`config.mk`:
```
export PLATFORM = sky130hd
export DESIGN_NAME = dmach_channel
export DESIGN_NICKNAME = d
export VERILOG_FILES = /design/src/common/dmach_pkg.sv /design/src/hw/dmach_sync.sv /design/src/hw/dmach_channel.sv
export SDC_FILE = /design/constraint.sdc
export NUM_CORES = 1
export LEC_CHECK = 0
export ABC_AREA = 1
export BUFFER_PORTS_ARGS = -buffer_cell sky130_fd_sc_hd__buf_2
export CAP_MARGIN = 10
export CORE_MARGIN = 4
export CORE_UTILIZATION = 45
export DETAILED_ROUTE_END_ITERATION = 8
export PLACE_DENSITY = 0.68
export SLEW_MARGIN = 20
export SYNTH_ARGS = -nofsm -noshare
export SYNTH_HDL_FRONTEND = slang
export SYNTH_SLANG_ARGS = --single-unit
```
`constraint.sdc`:
```
create_clock -name aclk -period 1.6 [get_ports aclk]
set_input_delay 0.32 -clock aclk [delete_from_list [all_inputs] [get_ports aclk]]
set_output_delay 0.32 -clock aclk [all_outputs]
set_load 0.03 [all_outputs]
```
`src/common/dmach_pkg.sv`:
```
// Purpose: Shared constants and types of the DMA channel block
// Assumes: 32-bit AXI4-Lite register bus, one aligned word per register
// Notes:   Offsets are byte addresses within the block
package dmach_pkg;

    // Register byte offsets
    localparam logic [7:0] OFS_CTL     = 8'h00;
    localparam logic [7:0] OFS_SA_LO   = 8'h04;
    localparam logic [7:0] OFS_SA_HI   = 8'h08;
    localparam logic [7:0] OFS_SA_FULL = 8'h0C;
    localparam logic [7:0] OFS_IRQ_STS = 8'h10;
    localparam logic [7:0] OFS_IRQ_MSK = 8'h14;

    // Channel control bit positions
    localparam int CTL_REQ   = 0;
    localparam int CTL_ABORT = 1;
    localparam int CTL_IE    = 2;
    localparam int CTL_IFG   = 3;
    localparam int CTL_EN    = 4;

    // Interrupt status bit positions
    localparam int STS_DONE  = 0;
    localparam int STS_ABORT = 1;
    localparam int STS_W     = 2;

    // Source address field widths
    localparam int SA_LO_W = 16;
    localparam int SA_HI_W = 4;
    localparam int SA_W    = SA_LO_W + SA_HI_W;

    // Reset values
    localparam logic [15:0]      RST_SA_LO = 16'h0000;
    localparam logic [3:0]       RST_SA_HI = 4'h0;
    localparam logic [STS_W-1:0] RST_STS   = 2'b00;

    // Bus responses
    localparam logic [1:0] RESP_OKAY   = 2'b00;
    localparam logic [1:0] RESP_SLVERR = 2'b10;

    // Read request towards system memory
    typedef struct packed {
        logic            valid;
        logic [SA_W-1:0] addr;
    } dmach_mem_req_t;

    // Channel sequencer states
    typedef enum logic [0:0] {
        ST_IDLE = 1'b0,
        ST_READ = 1'b1
    } dmach_state_t;

endpackage : dmach_pkg

```
`src/hw/dmach_sync.sv`:
```
// Purpose: Two-flop synchroniser for one asynchronous level
// Assumes: Destination clock is aclk
// Notes:   First stage feeds only the second stage
module dmach_sync (
    // Clock and reset
    input  wire logic aclk,
    input  wire logic aresetn,
    // Level in and out
    input  wire logic async_in,
    output logic      sync_out
);

    logic meta_reg;

    // Two stages in series
    always_ff @(posedge aclk) begin
        if (!aresetn) begin
            meta_reg <= 1'b0;
            sync_out <= 1'b0;
        end else begin
            meta_reg <= async_in;
            sync_out <= meta_reg;
        end
    end

endmodule : dmach_sync

```
`src/hw/dmach_channel.sv`:
```
// Purpose: One DMA channel: control bits, source address, read sequencer
// Assumes: AXI4-Lite slave on aclk; trigger and nmi pins are asynchronous
// Notes:   Memory read port is a valid/ready request on aclk

// Functional notes
// - Abort bit records nmi-interrupted transfer
// - Writing one to request bit starts transfer
// - Request bit clears itself when taken
// - Source address is first read address
// - Working address separate; register stays unchanged
// - Narrow range: word write clears upper word
// - Narrow range: upper word reads zero
// - Wide range: upper bits 15-4 read zero
// - Wide range: word write clears upper word
// - Wide range: upper word word-reads return zero
module dmach_channel
    import dmach_pkg::*;
#(
    parameter bit WIDE_RANGE = 1'b1,
    parameter int LEN_W      = 16,
    parameter int STEP       = 2
) (
    // Clock and reset
    input  wire logic                  aclk,
    input  wire logic                  aresetn,
    // AXI4-Lite write channels
    input  wire logic [7:0]            s_axi_awaddr,
    input  wire logic                  s_axi_awvalid,
    output logic                       s_axi_awready,
    input  wire logic [31:0]           s_axi_wdata,
    input  wire logic [3:0]            s_axi_wstrb,
    input  wire logic                  s_axi_wvalid,
    output logic                       s_axi_wready,
    output logic [1:0]                 s_axi_bresp,
    output logic                       s_axi_bvalid,
    input  wire logic                  s_axi_bready,
    // AXI4-Lite read channels
    input  wire logic [7:0]            s_axi_araddr,
    input  wire logic                  s_axi_arvalid,
    output logic                       s_axi_arready,
    output logic [31:0]                s_axi_rdata,
    output logic [1:0]                 s_axi_rresp,
    output logic                       s_axi_rvalid,
    input  wire logic                  s_axi_rready,
    // Trigger and transfer shape
    input  wire logic                  trigger_pin,
    input  wire logic                  nmi_pin,
    input  wire logic                  block_mode,
    input  wire logic [LEN_W-1:0]      block_len,
    // Memory read request
    output dmach_pkg::dmach_mem_req_t  mem_req,
    input  wire logic                  mem_ready,
    // Status and interrupt
    output logic                       busy,
    output logic                       irq
);

    // Write channel holding state
    logic                  aw_held_reg;
    logic [7:0]            awaddr_reg;
    logic                  w_held_reg;
    logic [31:0]           wdata_reg;
    logic [3:0]            wstrb_reg;
    logic                  bvalid_reg;
    logic [1:0]            bresp_reg;
    logic                  do_write;
    // Read channel state
    logic                  rvalid_reg;
    logic [31:0]           rdata_reg;
    logic [1:0]            rresp_reg;
    logic [31:0]           rd_mux;
    logic                  rd_hit;
    logic                  wr_hit;
    // Control bits
    logic                  en_reg;
    logic                  ifg_reg;
    logic                  ie_reg;
    logic                  abort_reg;
    logic                  req_reg;
    // Source address
    logic [SA_LO_W-1:0]    sa_lo_reg;
    logic [SA_HI_W-1:0]    sa_hi_reg;
    // Interrupt status and mask
    logic [STS_W-1:0]      sts_reg;
    logic [STS_W-1:0]      msk_reg;
    // Sequencer
    dmach_state_t          state_reg;
    logic [SA_W-1:0]       work_addr_reg;
    logic [LEN_W-1:0]      remain_reg;
    logic                  trig_sync;
    logic                  trig_prev_reg;
    logic                  trig_edge;
    logic                  nmi_sync;
    logic                  start;
    logic                  done_evt;
    logic                  abort_evt;
    logic                  wr_ctl;
    logic                  wr_sa_lo;
    logic                  wr_sa_hi;
    logic                  wr_sa_full;
    logic                  wr_sts;
    logic                  wr_msk;

    // Pin synchronisers
    dmach_sync u_sync_trig (
        .aclk     (aclk),
        .aresetn  (aresetn),
        .async_in (trigger_pin),
        .sync_out (trig_sync)
    );

    dmach_sync u_sync_nmi (
        .aclk     (aclk),
        .aresetn  (aresetn),
        .async_in (nmi_pin),
        .sync_out (nmi_sync)
    );

    // Byte-lane merge of a 16-bit register
    function automatic logic [15:0] merge16(input logic [15:0] old, input logic [31:0] d,
                                            input logic [3:0] s);
        logic [15:0] r;
        r = old;
        if (s[0]) begin
            r[7:0] = d[7:0];
        end
        if (s[1]) begin
            r[15:8] = d[15:8];
        end
        return r;
    endfunction : merge16

    // Bus handshakes
    assign s_axi_awready = !aw_held_reg && !bvalid_reg;
    assign s_axi_wready  = !w_held_reg && !bvalid_reg;
    assign s_axi_arready = !rvalid_reg;
    assign s_axi_bvalid  = bvalid_reg;
    assign s_axi_bresp   = bresp_reg;
    assign s_axi_rvalid  = rvalid_reg;
    assign s_axi_rdata   = rdata_reg;
    assign s_axi_rresp   = rresp_reg;
    assign do_write      = aw_held_reg && w_held_reg && !bvalid_reg;

    // Write address capture
    always_ff @(posedge aclk) begin
        if (!aresetn) begin
            aw_held_reg <= 1'b0;
            awaddr_reg  <= 8'h00;
        end else if (s_axi_awvalid && s_axi_awready) begin
            aw_held_reg <= 1'b1;
            awaddr_reg  <= s_axi_awaddr;
        end else if (do_write) begin
            aw_held_reg <= 1'b0;
        end
    end

    // Write data capture
    always_ff @(posedge aclk) begin
        if (!aresetn) begin
            w_held_reg <= 1'b0;
            wdata_reg  <= 32'h0000_0000;
            wstrb_reg  <= 4'h0;
        end else if (s_axi_wvalid && s_axi_wready) begin
            w_held_reg <= 1'b1;
            wdata_reg  <= s_axi_wdata;
            wstrb_reg  <= s_axi_wstrb;
        end else if (do_write) begin
            w_held_reg <= 1'b0;
        end
    end

    // Write decode
    always_comb begin
        wr_ctl     = do_write && (awaddr_reg == OFS_CTL);
        wr_sa_lo   = do_write && (awaddr_reg == OFS_SA_LO);
        wr_sa_hi   = do_write && (awaddr_reg == OFS_SA_HI);
        wr_sa_full = do_write && (awaddr_reg == OFS_SA_FULL);
        wr_sts     = do_write && (awaddr_reg == OFS_IRQ_STS);
        wr_msk     = do_write && (awaddr_reg == OFS_IRQ_MSK);
        wr_hit     = wr_ctl || wr_sa_lo || wr_sa_hi || wr_sa_full || wr_sts || wr_msk;
    end

    // Write response
    always_ff @(posedge aclk) begin
        if (!aresetn) begin
            bvalid_reg <= 1'b0;
            bresp_reg  <= RESP_OKAY;
        end else if (do_write) begin
            bvalid_reg <= 1'b1;
            bresp_reg  <= wr_hit ? RESP_OKAY : RESP_SLVERR;
        end else if (s_axi_bready) begin
            bvalid_reg <= 1'b0;
        end
    end

    // Enable and interrupt enable
    always_ff @(posedge aclk) begin
        if (!aresetn) begin
            en_reg <= 1'b0;
            ie_reg <= 1'b0;
        end else if (wr_ctl && wstrb_reg[0]) begin
            en_reg <= wdata_reg[CTL_EN];
            ie_reg <= wdata_reg[CTL_IE];
        end
    end

    // Completion flag, set wins over software write
    always_ff @(posedge aclk) begin
        if (!aresetn) begin
            ifg_reg <= 1'b0;
        end else if (done_evt) begin
            ifg_reg <= 1'b1;
        end else if (wr_ctl && wstrb_reg[0]) begin
            ifg_reg <= wdata_reg[CTL_IFG];
        end
    end

    // Abort flag, set wins over software write
    always_ff @(posedge aclk) begin
        if (!aresetn) begin
            abort_reg <= 1'b0;
        end else if (abort_evt) begin
            abort_reg <= 1'b1;
        end else if (wr_ctl && wstrb_reg[0]) begin
            abort_reg <= wdata_reg[CTL_ABORT];
        end
    end

    // Software start request, self-clearing
    always_ff @(posedge aclk) begin
        if (!aresetn) begin
            req_reg <= 1'b0;
        end else if (wr_ctl && wstrb_reg[0] && wdata_reg[CTL_REQ]) begin
            req_reg <= 1'b1;
        end else if (start || !en_reg || ((state_reg == ST_IDLE) && block_mode && (block_len == '0))) begin
            req_reg <= 1'b0;
        end
    end

    // Source address low and upper words; low word write clears upper word
    always_ff @(posedge aclk) begin
        if (!aresetn) begin
            sa_lo_reg <= RST_SA_LO;
            sa_hi_reg <= RST_SA_HI;
        end else if (wr_sa_lo) begin
            sa_lo_reg <= merge16(sa_lo_reg, wdata_reg, wstrb_reg);
            sa_hi_reg <= RST_SA_HI;
        end else if (wr_sa_full) begin
            sa_lo_reg <= merge16(sa_lo_reg, wdata_reg, wstrb_reg);
            if (WIDE_RANGE && wstrb_reg[2]) begin
                sa_hi_reg <= wdata_reg[SA_LO_W +: SA_HI_W];
            end
        end else if (wr_sa_hi && WIDE_RANGE && wstrb_reg[0]) begin
            sa_hi_reg <= wdata_reg[SA_HI_W-1:0];
        end
    end

    // Interrupt status (write one to clear, set wins) and mask
    always_ff @(posedge aclk) begin
        if (!aresetn) begin
            sts_reg <= RST_STS;
            msk_reg <= RST_STS;
        end else begin
            sts_reg[STS_DONE]  <= done_evt ||
                (sts_reg[STS_DONE] && !(wr_sts && wstrb_reg[0] && wdata_reg[STS_DONE]));
            sts_reg[STS_ABORT] <= abort_evt ||
                (sts_reg[STS_ABORT] && !(wr_sts && wstrb_reg[0] && wdata_reg[STS_ABORT]));
            if (wr_msk && wstrb_reg[0]) begin
                msk_reg <= wdata_reg[STS_W-1:0];
            end
        end
    end

    // Read data select
    always_comb begin
        rd_mux = 32'h0000_0000;
        rd_hit = 1'b1;
        case (s_axi_araddr)
            OFS_CTL: begin
                rd_mux[CTL_EN]    = en_reg;
                rd_mux[CTL_IFG]   = ifg_reg;
                rd_mux[CTL_IE]    = ie_reg;
                rd_mux[CTL_ABORT] = abort_reg;
                rd_mux[CTL_REQ]   = req_reg;
            end
            OFS_SA_LO: begin
                rd_mux[SA_LO_W-1:0] = sa_lo_reg;
            end
            OFS_SA_HI: begin
                rd_mux = 32'h0000_0000;
            end
            OFS_SA_FULL: begin
                rd_mux[SA_LO_W-1:0]       = sa_lo_reg;
                rd_mux[SA_LO_W +: SA_HI_W] = WIDE_RANGE ? sa_hi_reg : RST_SA_HI;
            end
            OFS_IRQ_STS: begin
                rd_mux[STS_W-1:0] = sts_reg;
            end
            OFS_IRQ_MSK: begin
                rd_mux[STS_W-1:0] = msk_reg;
            end
            default: begin
                rd_hit = 1'b0;
            end
        endcase
    end

    // Read response
    always_ff @(posedge aclk) begin
        if (!aresetn) begin
            rvalid_reg <= 1'b0;
            rdata_reg  <= 32'h0000_0000;
            rresp_reg  <= RESP_OKAY;
        end else if (s_axi_arvalid && s_axi_arready) begin
            rvalid_reg <= 1'b1;
            rdata_reg  <= rd_mux;
            rresp_reg  <= rd_hit ? RESP_OKAY : RESP_SLVERR;
        end else if (s_axi_rready) begin
            rvalid_reg <= 1'b0;
        end
    end

    // Trigger rising edge
    always_ff @(posedge aclk) begin
        if (!aresetn) begin
            trig_prev_reg <= 1'b0;
        end else begin
            trig_prev_reg <= trig_sync;
        end
    end

    assign trig_edge = trig_sync && !trig_prev_reg;

    // Start only when enabled, idle and length nonzero
    assign start = en_reg && (state_reg == ST_IDLE) && (req_reg || trig_edge) &&
                   !(block_mode && (block_len == '0));

    // Sequencer events
    assign done_evt  = (state_reg == ST_READ) && !nmi_sync && en_reg && mem_ready &&
                       (remain_reg == LEN_W'(1));
    assign abort_evt = (state_reg == ST_READ) && nmi_sync;

    // Transfer sequencer with private working address
    always_ff @(posedge aclk) begin
        if (!aresetn) begin
            state_reg     <= ST_IDLE;
            work_addr_reg <= '0;
            remain_reg    <= '0;
        end else begin
            case (state_reg)
                ST_IDLE: begin
                    if (start) begin
                        state_reg     <= ST_READ;
                        work_addr_reg <= {sa_hi_reg, sa_lo_reg};
                        remain_reg    <= block_mode ? block_len : LEN_W'(1);
                    end
                end
                ST_READ: begin
                    if (nmi_sync || !en_reg) begin
                        state_reg <= ST_IDLE;
                    end else if (mem_ready) begin
                        work_addr_reg <= work_addr_reg + SA_W'(STEP);
                        remain_reg    <= remain_reg - LEN_W'(1);
                        if (remain_reg == LEN_W'(1)) begin
                            state_reg <= ST_IDLE;
                        end
                    end
                end
                default: begin
                    state_reg <= ST_IDLE;
                end
            endcase
        end
    end

    // Memory request from flops
    assign mem_req.valid = (state_reg == ST_READ);
    assign mem_req.addr  = work_addr_reg;
    assign busy          = (state_reg == ST_READ);

    // Interrupt output
    assign irq = (ifg_reg && ie_reg) || |(sts_reg & msk_reg);

endmodule : dmach_channel

```
==> results of run 1 <==
[what timing repair did]
item	in CTS	in global routing
pin swaps	0	3
setup buffers	0	2
gates resized for setup	7	21
setup endpoints to repair	3	27
[kinds of logic (layout without fill, tap and decap cells)]
logic type	after synthesis	in the layout	share of synthesized area [%]
buffers and inverters	142	269	10.11
adder cells (fa/ha/maj)	3	3	0.5855
AO/OA/AOI/OAI	207	207	17.39
XOR/XNOR	2	2	0.2733
flip-flops	128	128	39.97
AND/OR/NAND/NOR	487	487	31.62
other	1	14	0.05849
[power breakdown]
| part | internal (mW) | leakage [nW] | switching, mW |
|---|---|---|---|
| Clock | 2.58 | 0.290 | 1.43 |
| Combinational | 0.259 | 2.41 | 0.478 |
| Sequential | 3.31 | 1.05 | 0.0869 |
[layout by cell type, fill, tap and decap left out, types with 5 or more instances in the layout]
cell,instances
buf_4,34
nand4_1,10
buf_2,112
conb_1,14
nor2_2,9
nor3_1,5
nand3_1,44
dfxtp_2,6
o21a_1,17
nand2_1,198
clkbuf_16,17
clkinvlp_4,5
o21ai_0,111
inv_1,80
a21oi_1,63
nor2_1,195
dfxtp_1,122
[worst max-delay path: stages (launching register included)]
cell and delay, ps:
dfxtp_2 320, or2_1 230, nor2_2 150, nand2_2 120, inv_4 130, nand3_2 140, nand2_1 90, inv_1 70
nor2_1 130, nor2_1 50
[cell type report]
| cell class | instances | area (um2) |
|---|---|---|
| fill | 1360 | 5989 |
| multi-input combinational | 713 | 3292 |
| tap | 180 | 225.2 |
| inverter | 86 | 325.3 |
| clock inverter | 12 | 158.9 |
| timing repair buffer | 151 | 907.1 |
| sequential | 128 | 2570 |
| clock buffer | 20 | 466.7 |
[final timing paths]
kind	slack, ps	to	cells past startpoint	start
worst max-delay path	60	sa_hi_reg[1]	9	awaddr_reg[4]
worst min-delay path	90	u_sync_nmi.meta_reg	3	nmi_pin
worst max register to register	60	sa_hi_reg[1]	9	awaddr_reg[4]
worst min register to register	420	u_sync_trig.sync_out	2	u_sync_trig.meta_reg
[per-stage QoR]
stage	worst slack, ps	std cells	power (mW)	hold WS [ps]
after CTS	16.51	1288	8.200	75.04
after floorplan	-139.1	983	3.944	390.5
final	55.36	1290	8.140	86.68
after detailed placement	-28.31	1256	4.191	406.8
after global routing	-28.33	1290	8.459	111.7
after global placement	10.95	1256	4.179	403.5
[metal layers]
layer  global-route usage (%)  share of wire (%)  wire (um)
met5                        0                  0          0
met3                    3.763                5.1        840
met1                    27.15                 47       7737
met4                    6.877                1.6        257
met2                    33.45                 46       7600
==> results.py, run 1 <==
metrics = {
    "sta": {
        "fmax_ghz": 0.6474,
        "final_max_slew_viol_count": 0,
        "report.final.setup_viol": 0,
        "hold_viol": 0,
        "finalCriticalPeriod_ps": 1545,
        "min_period_over_period_pct": 96.54,
        "skew_ps": 9.631,
        "tns_ps": 0,
    },
    "global_routing": {
        "first_global_vias": 5787,
        "grt_start_max_net_pins": 53,
        "grt_use_total_pct": 20.41,
        "antenna_found_initial": 0,
        "grt_overflow_total": 0,
        "grt_pass1_wl_um": 27120,
    },
    "yosys": {
        "synth_flop_cell": "dfxtp_1",
        "synth-seq-cells": 128,
        "synth_cell_types": 38,
        "netlist_instances": 970,
        "synth_most_common_cell": "nor2_1",
        "ys_top_cells_by_count": "203 x nor2_1, 199 x nand2_1, 128 x dfxtp_1, 112 x o21ai_0, 82 x inv_1",
        "yosys_warnings": 0,
        "synth_top_area_share_pct": 39.97,
        "seq_area_frac_synth_pct": 39.97,
        "syn_area_um2": 6411,
        "avgSynthCellArea_um2": 6.609,
        "yosysTopAreaCell": "dfxtp_1",
        "synth_top_cells_by_area": "dfxtp_1 40%, nor2_1 12%, nand2_1 12%",
        "synth_edf_count": 0,
        "ys_async_sr_fraction_pct": 0,
    },
    "die": {
        "die-area_um2": 16220,
        "design.core.area_um2": 13930,
        "die_x_um": 127.4,
        "fp.dieH_um": 127.4,
        "initial_core_util_pct": 46.01,
        "num_io_pins": 143,
        "std_cell_rows": 43,
    },
    "clock_tree": {
        "cts_max_level": 4,
        "cts.sinks": 128,
        "clk_latency_ps": 410,
        "cts_tree": "yes",
        "numCtsBuffers": 17,
        "clock_tree.buffer_depth": 2,
        "root_buffer": "clkbuf_16",
        "path_clk_slew_ps": 60,
        "cts-hold-fix-buffers": 0,
    },
    "pwr": {
        "p_leak_nw": 3.752,
        "powerDensity_nw_per_um2": 1024,
        "ir_drop_mv": 0.7139,
    },
    "layout": {
        "final_util_pct": 57.02,
        "drive_gt1_share_pct": 20.18,
        "design_area_um2": 7945,
        "area.growth.synth_to_final_pct": 23.93,
        "fin_nets": 1179,
        "n_antenna_cell": 0,
    },
    "hold_path": {
        "hold_path_class": "input port to register",
    },
    "place": {
        "place_congestion": 0.8917,
        "port_buffers": 115,
        "placed_area_um2": 7231,
        "dp_hpwl_um": 12060,
    },
    "drt": {
        "vias": 6319,
        "routed_wl_um": 16440,
        "vias_per_cell": 4.898,
        "routedWlPerCell_um": 12.74,
        "drt_iter0_markers": 375,
        "drcViolationCount": 0,
        "firstDrtPassIters": 5,
        "ant_nets": 0,
    },
    "worst_setup_path": {
        "critPathRequiredTime_ps": 1910,
        "path_max_fanout": 6,
        "cp-end-kind": "register",
        "start_kind": "register",
        "worst_ep_arrival_time_ps": 1850,
        "critPathKind": "register to register",
    },
    "run_status": {
        "status": "finished clean",
    },
    "job": {
        "maxCapViolations": 0,
    },
}
No activity file was read; power rests on OpenSTA's default activity.
==> run 2: changes to the inputs <==
- PLACE_DENSITY: 0.68 -> 0.74
==> run 2 against run 1 <==
- final area is 1.1% higher
- total power rose by 3.5%
- cell count barely moved
- utilization increased by 0.61 points
- fmax down 2.6%
- critical path type is now register to primary output
==> results.py, run 2 (synthesis results as in run 1) <==
metrics = {
    "worst_setup_path": {
        "rrSetupSlack_ps": 90,
        "critPathRequiredTime_ps": 1280,
        "path_max_fanout": 6,
        "slowest_stage": "dfxtp_1",
        "max_stage_delay_ps": 350,
        "worst_ep_arrival_time_ps": 1270,
        "crit_path_cell_trace": "nor2_2 > buf_2",
        "start_kind": "register",
        "cp-end-kind": "primary output",
        "critPathKind": "register to primary output",
    },
    "global_routing": {
        "grt_use_total_pct": 20.66,
        "grt_overflow_total": 0,
        "first_global_vias": 5809,
        "grt_start_max_net_pins": 36,
        "grt_pass1_wl_um": 27230,
        "antenna_found_initial": 0,
    },
    "drt": {
        "routedWlPerCell_um": 12.90,
        "ant_nets": 0,
        "firstDrtPassIters": 5,
        "vias": 6399,
        "vias_per_cell": 4.957,
        "routed_wl_um": 16660,
        "drt_iter0_markers": 457,
        "drcViolationCount": 0,
    },
    "sta": {
        "min_period_over_period_pct": 99.09,
        "finalCriticalPeriod_ps": 1585,
        "rsz0062_at_grt": "true",
        "fmax_ghz": 0.6307,
        "hold_viol": 0,
        "report.final.setup_viol": 0,
        "final_max_slew_viol_count": 0,
        "tns_ps": 0,
        "skew_ps": 4.669,
        "holdWs_ps": 96.76,
    },
    "die": {
        "die-area_um2": 16220,
        "fp.dieH_um": 127.4,
        "initial_core_util_pct": 46.01,
        "num_io_pins": 143,
        "design.core.area_um2": 13930,
        "std_cell_rows": 43,
        "die_x_um": 127.4,
    },
    "run_status": {
        "status": "finished clean",
    },
    "place": {
        "place_congestion": 0.9278,
        "port_buffers": 115,
        "dp_hpwl_um": 12140,
        "dp_cells": 1258,
    },
    "layout": {
        "mostFrequentLayoutCells": "198 x nand2_1, 194 x nor2_1, 119 x dfxtp_1",
        "fillCellCount": 1341,
        "drive_gt1_share_pct": 20.88,
        "final-instance-count-excl-fill": 1291,
        "mostFrequentLayoutCell": "nand2_1",
        "n_antenna_cell": 0,
        "fin_nets": 1180,
        "area.growth.synth_to_final_pct": 25.25,
    },
    "pwr": {
        "ir_drop_mv": 0.7302,
        "powerDensity_nw_per_um2": 1049,
        "p_leak_nw": 3.794,
        "power.total_mw": 8.422,
    },
    "clock_tree": {
        "cts.sinks": 128,
        "cts-hold-fix-buffers": 0,
        "cts_max_level": 4,
        "path_clk_slew_ps": 50,
        "clock_tree.buffer_depth": 2,
        "clk_latency_ps": 410,
        "root_buffer": "clkbuf_16",
        "numCtsBuffers": 17,
        "cts_tree": "yes",
    },
    "hold_path": {
        "hold_path_class": "input port to register",
    },
    "job": {
        "maxCapViolations": 0,
    },
}
run 2: power by group:
part,switching [mW],total (mW),internal [mW]
logic,0.481,0.739,0.258
registers,0.0915,3.40,3.31
clock network,1.43,4.28,2.85
total,2.01,8.42,6.42
run 2: worst paths after layout:
kind	startpoint	to	cells past startpoint
setup / recovery	s_axi_bvalid	s_axi_awready	2
hold / removal	nmi_pin	u_sync_nmi.meta_reg	3
setup reg to reg	awaddr_reg[5]	sa_lo_reg[0]	7
hold reg to reg	u_sync_trig.meta_reg	u_sync_trig.sync_out	2
run 2: area by class of cell:
| class | instances | area [um2] | area share, % |
|---|---|---|---|
| Clock buffer | 19 | 452.9 | 5.640 |
| Clock inverter | 13 | 210.2 | 2.618 |
| Inverter | 86 | 327.8 | 4.082 |
| Multi-Input combinational cell | 713 | 3299 | 41.09 |
| Sequential cell | 128 | 2576 | 32.08 |
| Tap cell | 180 | 225.2 | 2.805 |
| Timing Repair Buffer | 152 | 938.4 | 11.69 |
run 2: per-stage QoR:
stage,util (%),setup WS (ps),instance area [um2]
final,57.63,14.57,8030
after global routing,57.63,-74.54,8030
after CTS,57.16,9.183,7965
after detailed placement,52.00,20.14,7246
after global placement,52.00,62.57,7246
after floorplan,-,-139.1,6462
run 2: per-layer routing:
metal  GRT usage, %  up-vias  share of wire [%]  routed length, um
met3          5.268       31                5.2                866
met1          27.51     2852                 47               7885
met5              0        -                  0                  0
met2          32.64      166                 45               7519
li1               -     3350                  -                  -
met4          7.192        0                2.3                388
run 2: repair_timing:
action                                  in CTS  in global routing
pin swaps                                    0                  5
gates resized for setup                      7                 29
endpoints found under the setup margin       6                 38
buffers inserted                             0                  0
cloned                                       1                  0
run 2: critical path, delay by kind of cell (launching register included):
kind / cells / cell delay (ps)
flip-flops: 1 / 350
buffers and inverters: 1 / 250
AND/OR/NAND/NOR: 1 / 250
==> run 3: changes to the inputs <==
- clock period: 1.6 -> 1.3 ns (I/O delays scaled with it)
==> run 3 against run 2 <==
- the flow now finishes with violations (setup timing)
- register-to-register slack worse by 270 ps
- hold slack worse by 70 ps
- first-iteration DRC count up 32%
- largest cell class unchanged
- routed wire length grew 27%
- largest power group unchanged
- die area unchanged
- worst setup slack got worse by 190 ps
- sequential power grew 22%
- critical path depth rose by 6
==> results.py, run 3 (synthesis results as in run 1) <==
metrics = {
    "place": {
        "place_congestion": 0.8853,
        "port_buffers": 115,
        "place_ws_ps": -185.4,
        "dp_hpwl_um": 12760,
    },
    "drt": {
        "vias_per_cell": 5.232,
        "ant_nets": 0,
        "drcViolationCount": 0,
        "vias": 7262,
        "drt_iter0_markers": 601,
        "routedWlPerCell_um": 15.29,
        "firstDrtPassIters": 5,
        "routed_wl_um": 21220,
    },
    "global_routing": {
        "first_global_vias": 6504,
        "grt_overflow_total": 0,
        "grt_start_max_net_pins": 36,
        "use_met1_pct": 28.80,
        "grt_pass1_wl_um": 30300,
        "grt_use_met2_pct": 38.62,
        "antenna_found_initial": 0,
        "top_usage_layer": "met2",
        "grt_use_total_pct": 22.92,
        "grt_use_met3_pct": 4.808,
    },
    "hold_path": {
        "whs_path_depth": 3,
        "hold_path_class": "input port to register",
    },
    "clock_tree": {
        "root_buffer": "clkbuf_16",
        "cts_tree": "yes",
        "numCtsBuffers": 17,
        "cts.sinks": 128,
        "path_clk_slew_ps": 60,
        "cts_max_level": 4,
        "clk_latency_ps": 420,
        "clock_tree.buffer_depth": 2,
    },
    "die": {
        "num_io_pins": 143,
        "design.core.area_um2": 13930,
        "die-area_um2": 16220,
        "die_x_um": 127.4,
        "fp.dieH_um": 127.4,
        "std_cell_rows": 43,
        "initial_core_util_pct": 46.01,
    },
    "pwr": {
        "powerDensity_nw_per_um2": 1042,
        "combPwrFrac_pct": 12.2,
        "p_int_mw": 7.500,
        "switchingPower_mw": 2.657,
        "pwr-share-clk_pct": 46.8,
        "power.total_mw": 10.16,
        "ir_drop_mv": 0.8967,
        "p_sw_share_pct": 26.16,
        "p_seq_share_pct": 41.0,
        "p_leak_nw": 4.447,
    },
    "sta": {
        "rsz0062_at_grt": "true",
        "finalCriticalPeriod_ps": 1477,
        "holdWs_ps": 26.50,
        "hold_viol": 0,
        "skew_ps": 8.438,
        "fmax_ghz": 0.6769,
        "worst_slack_ps": -177.3,
        "tns_ps": -5659,
        "report.final.setup_viol": 64,
        "min_period_over_period_pct": 113.6,
        "final_max_slew_viol_count": 0,
    },
    "layout": {
        "drive_gt1_share_pct": 39.98,
        "mostFrequentLayoutCell": "nand2_1",
        "fin_nets": 1277,
        "n_antenna_cell": 0,
        "area.growth.synth_to_final_pct": 52.11,
        "mostFrequentLayoutCells": "177 x nand2_1, 144 x nor2_1, 98 x buf_4",
    },
    "worst_setup_path": {
        "critPathRequiredTime_ps": 1670,
        "path_max_fanout": 8,
        "worst_ep_arrival_time_ps": 1850,
        "reg2reg_depth": 8,
        "start_kind": "register",
        "cp-end-kind": "register",
        "critPathKind": "register to register",
    },
    "run_status": {
        "violations": "setup timing",
        "status": "complete, but fails checks",
    },
    "job": {
        "maxCapViolations": 0,
    },
}
## run 3: changes by cell type in the layout (fill, tap and decap cells not counted), moves of 18 or more
| cell | before | now |
|---|---|---|
| nor2_4 | 2 | 31 |
| o21ai_2 | 0 | 21 |
| nor2_1 | 194 | 144 |
| buf_4 | 31 | 98 |
| o21ai_1 | 2 | 42 |
| dfxtp_1 | 119 | 89 |
| buf_2 | 114 | 96 |
| nand2_1 | 198 | 177 |
| buf_6 | 2 | 36 |
| nor2_2 | 11 | 32 |
| o21ai_0 | 111 | 50 |
## run 3: final timing paths
path / from / endpoint / slack (ps)
max: awaddr_reg[4] / sa_lo_reg[11] / -180
min reg2reg: u_sync_trig.meta_reg / u_sync_trig.sync_out / 410
min: trigger_pin / u_sync_trig.meta_reg / 30
max reg2reg: awaddr_reg[4] / sa_lo_reg[11] / -180
## run 3: metal layers
| metal | wire length, um | share of wire, % | up-vias |
|---|---|---|---|
| met3 | 1499 | 7.1 | 61 |
| li1 | - | - | 3556 |
| met5 | 0 | 0 | - |
| met4 | 601 | 2.8 | 0 |
| met1 | 8593 | 40 | 3321 |
| met2 | 10520 | 50 | 324 |
## run 3: area by class of cell
type	instances	area [um2]
multi-input combinational	715	3950
sequential	128	2651
inverter	86	355.3
tap	180	225.2
fill	1081	4183
clock buffer	20	457.9
timing repair buffer	247	1979
clock inverter	12	132.6
## run 3: timing repair
action | 4_1_cts | 5_1_grt
pin swaps | 25 | 70
setup endpoints to repair | 74 | 94
gates cloned | 2 | 6
hold buffers | 0 | 0
gates resized for setup | 103 | 201
setup buffers | 14 | 13
hold endpoints to repair | 0 | 0
## run 3: power by group through the flow
stage / Sequential [mW] / Clock [mW] / Combinational, mW
after floorplan: 4.32 / 0 / 0.550
after global placement: 4.24 / 0 / 1.05
after detailed placement: 4.25 / 0 / 1.06
after CTS: 4.16 / 4.79 / 1.13
after global routing: 4.17 / 4.97 / 1.36
final: 4.16 / 4.76 / 1.24
## run 3: critical path, cell delays in order (launching register included)
cell and delay [ps]:
dfxtp_1 300, or2_1 230, nor2_2 110, nand2_2 110, nor2_4 140, buf_12 150
nand2_8 90, a21oi_2 160, o21a_1 120
## run 3: through the flow
step	cell area, um2	utilization (%)	cells
final	9752	69.98	1388
after CTS	9001	64.60	1372
after floorplan	6634	-	983
after global routing	9752	69.98	1388
after global placement	7918	56.82	1324
after detailed placement	7918	56.82	1324
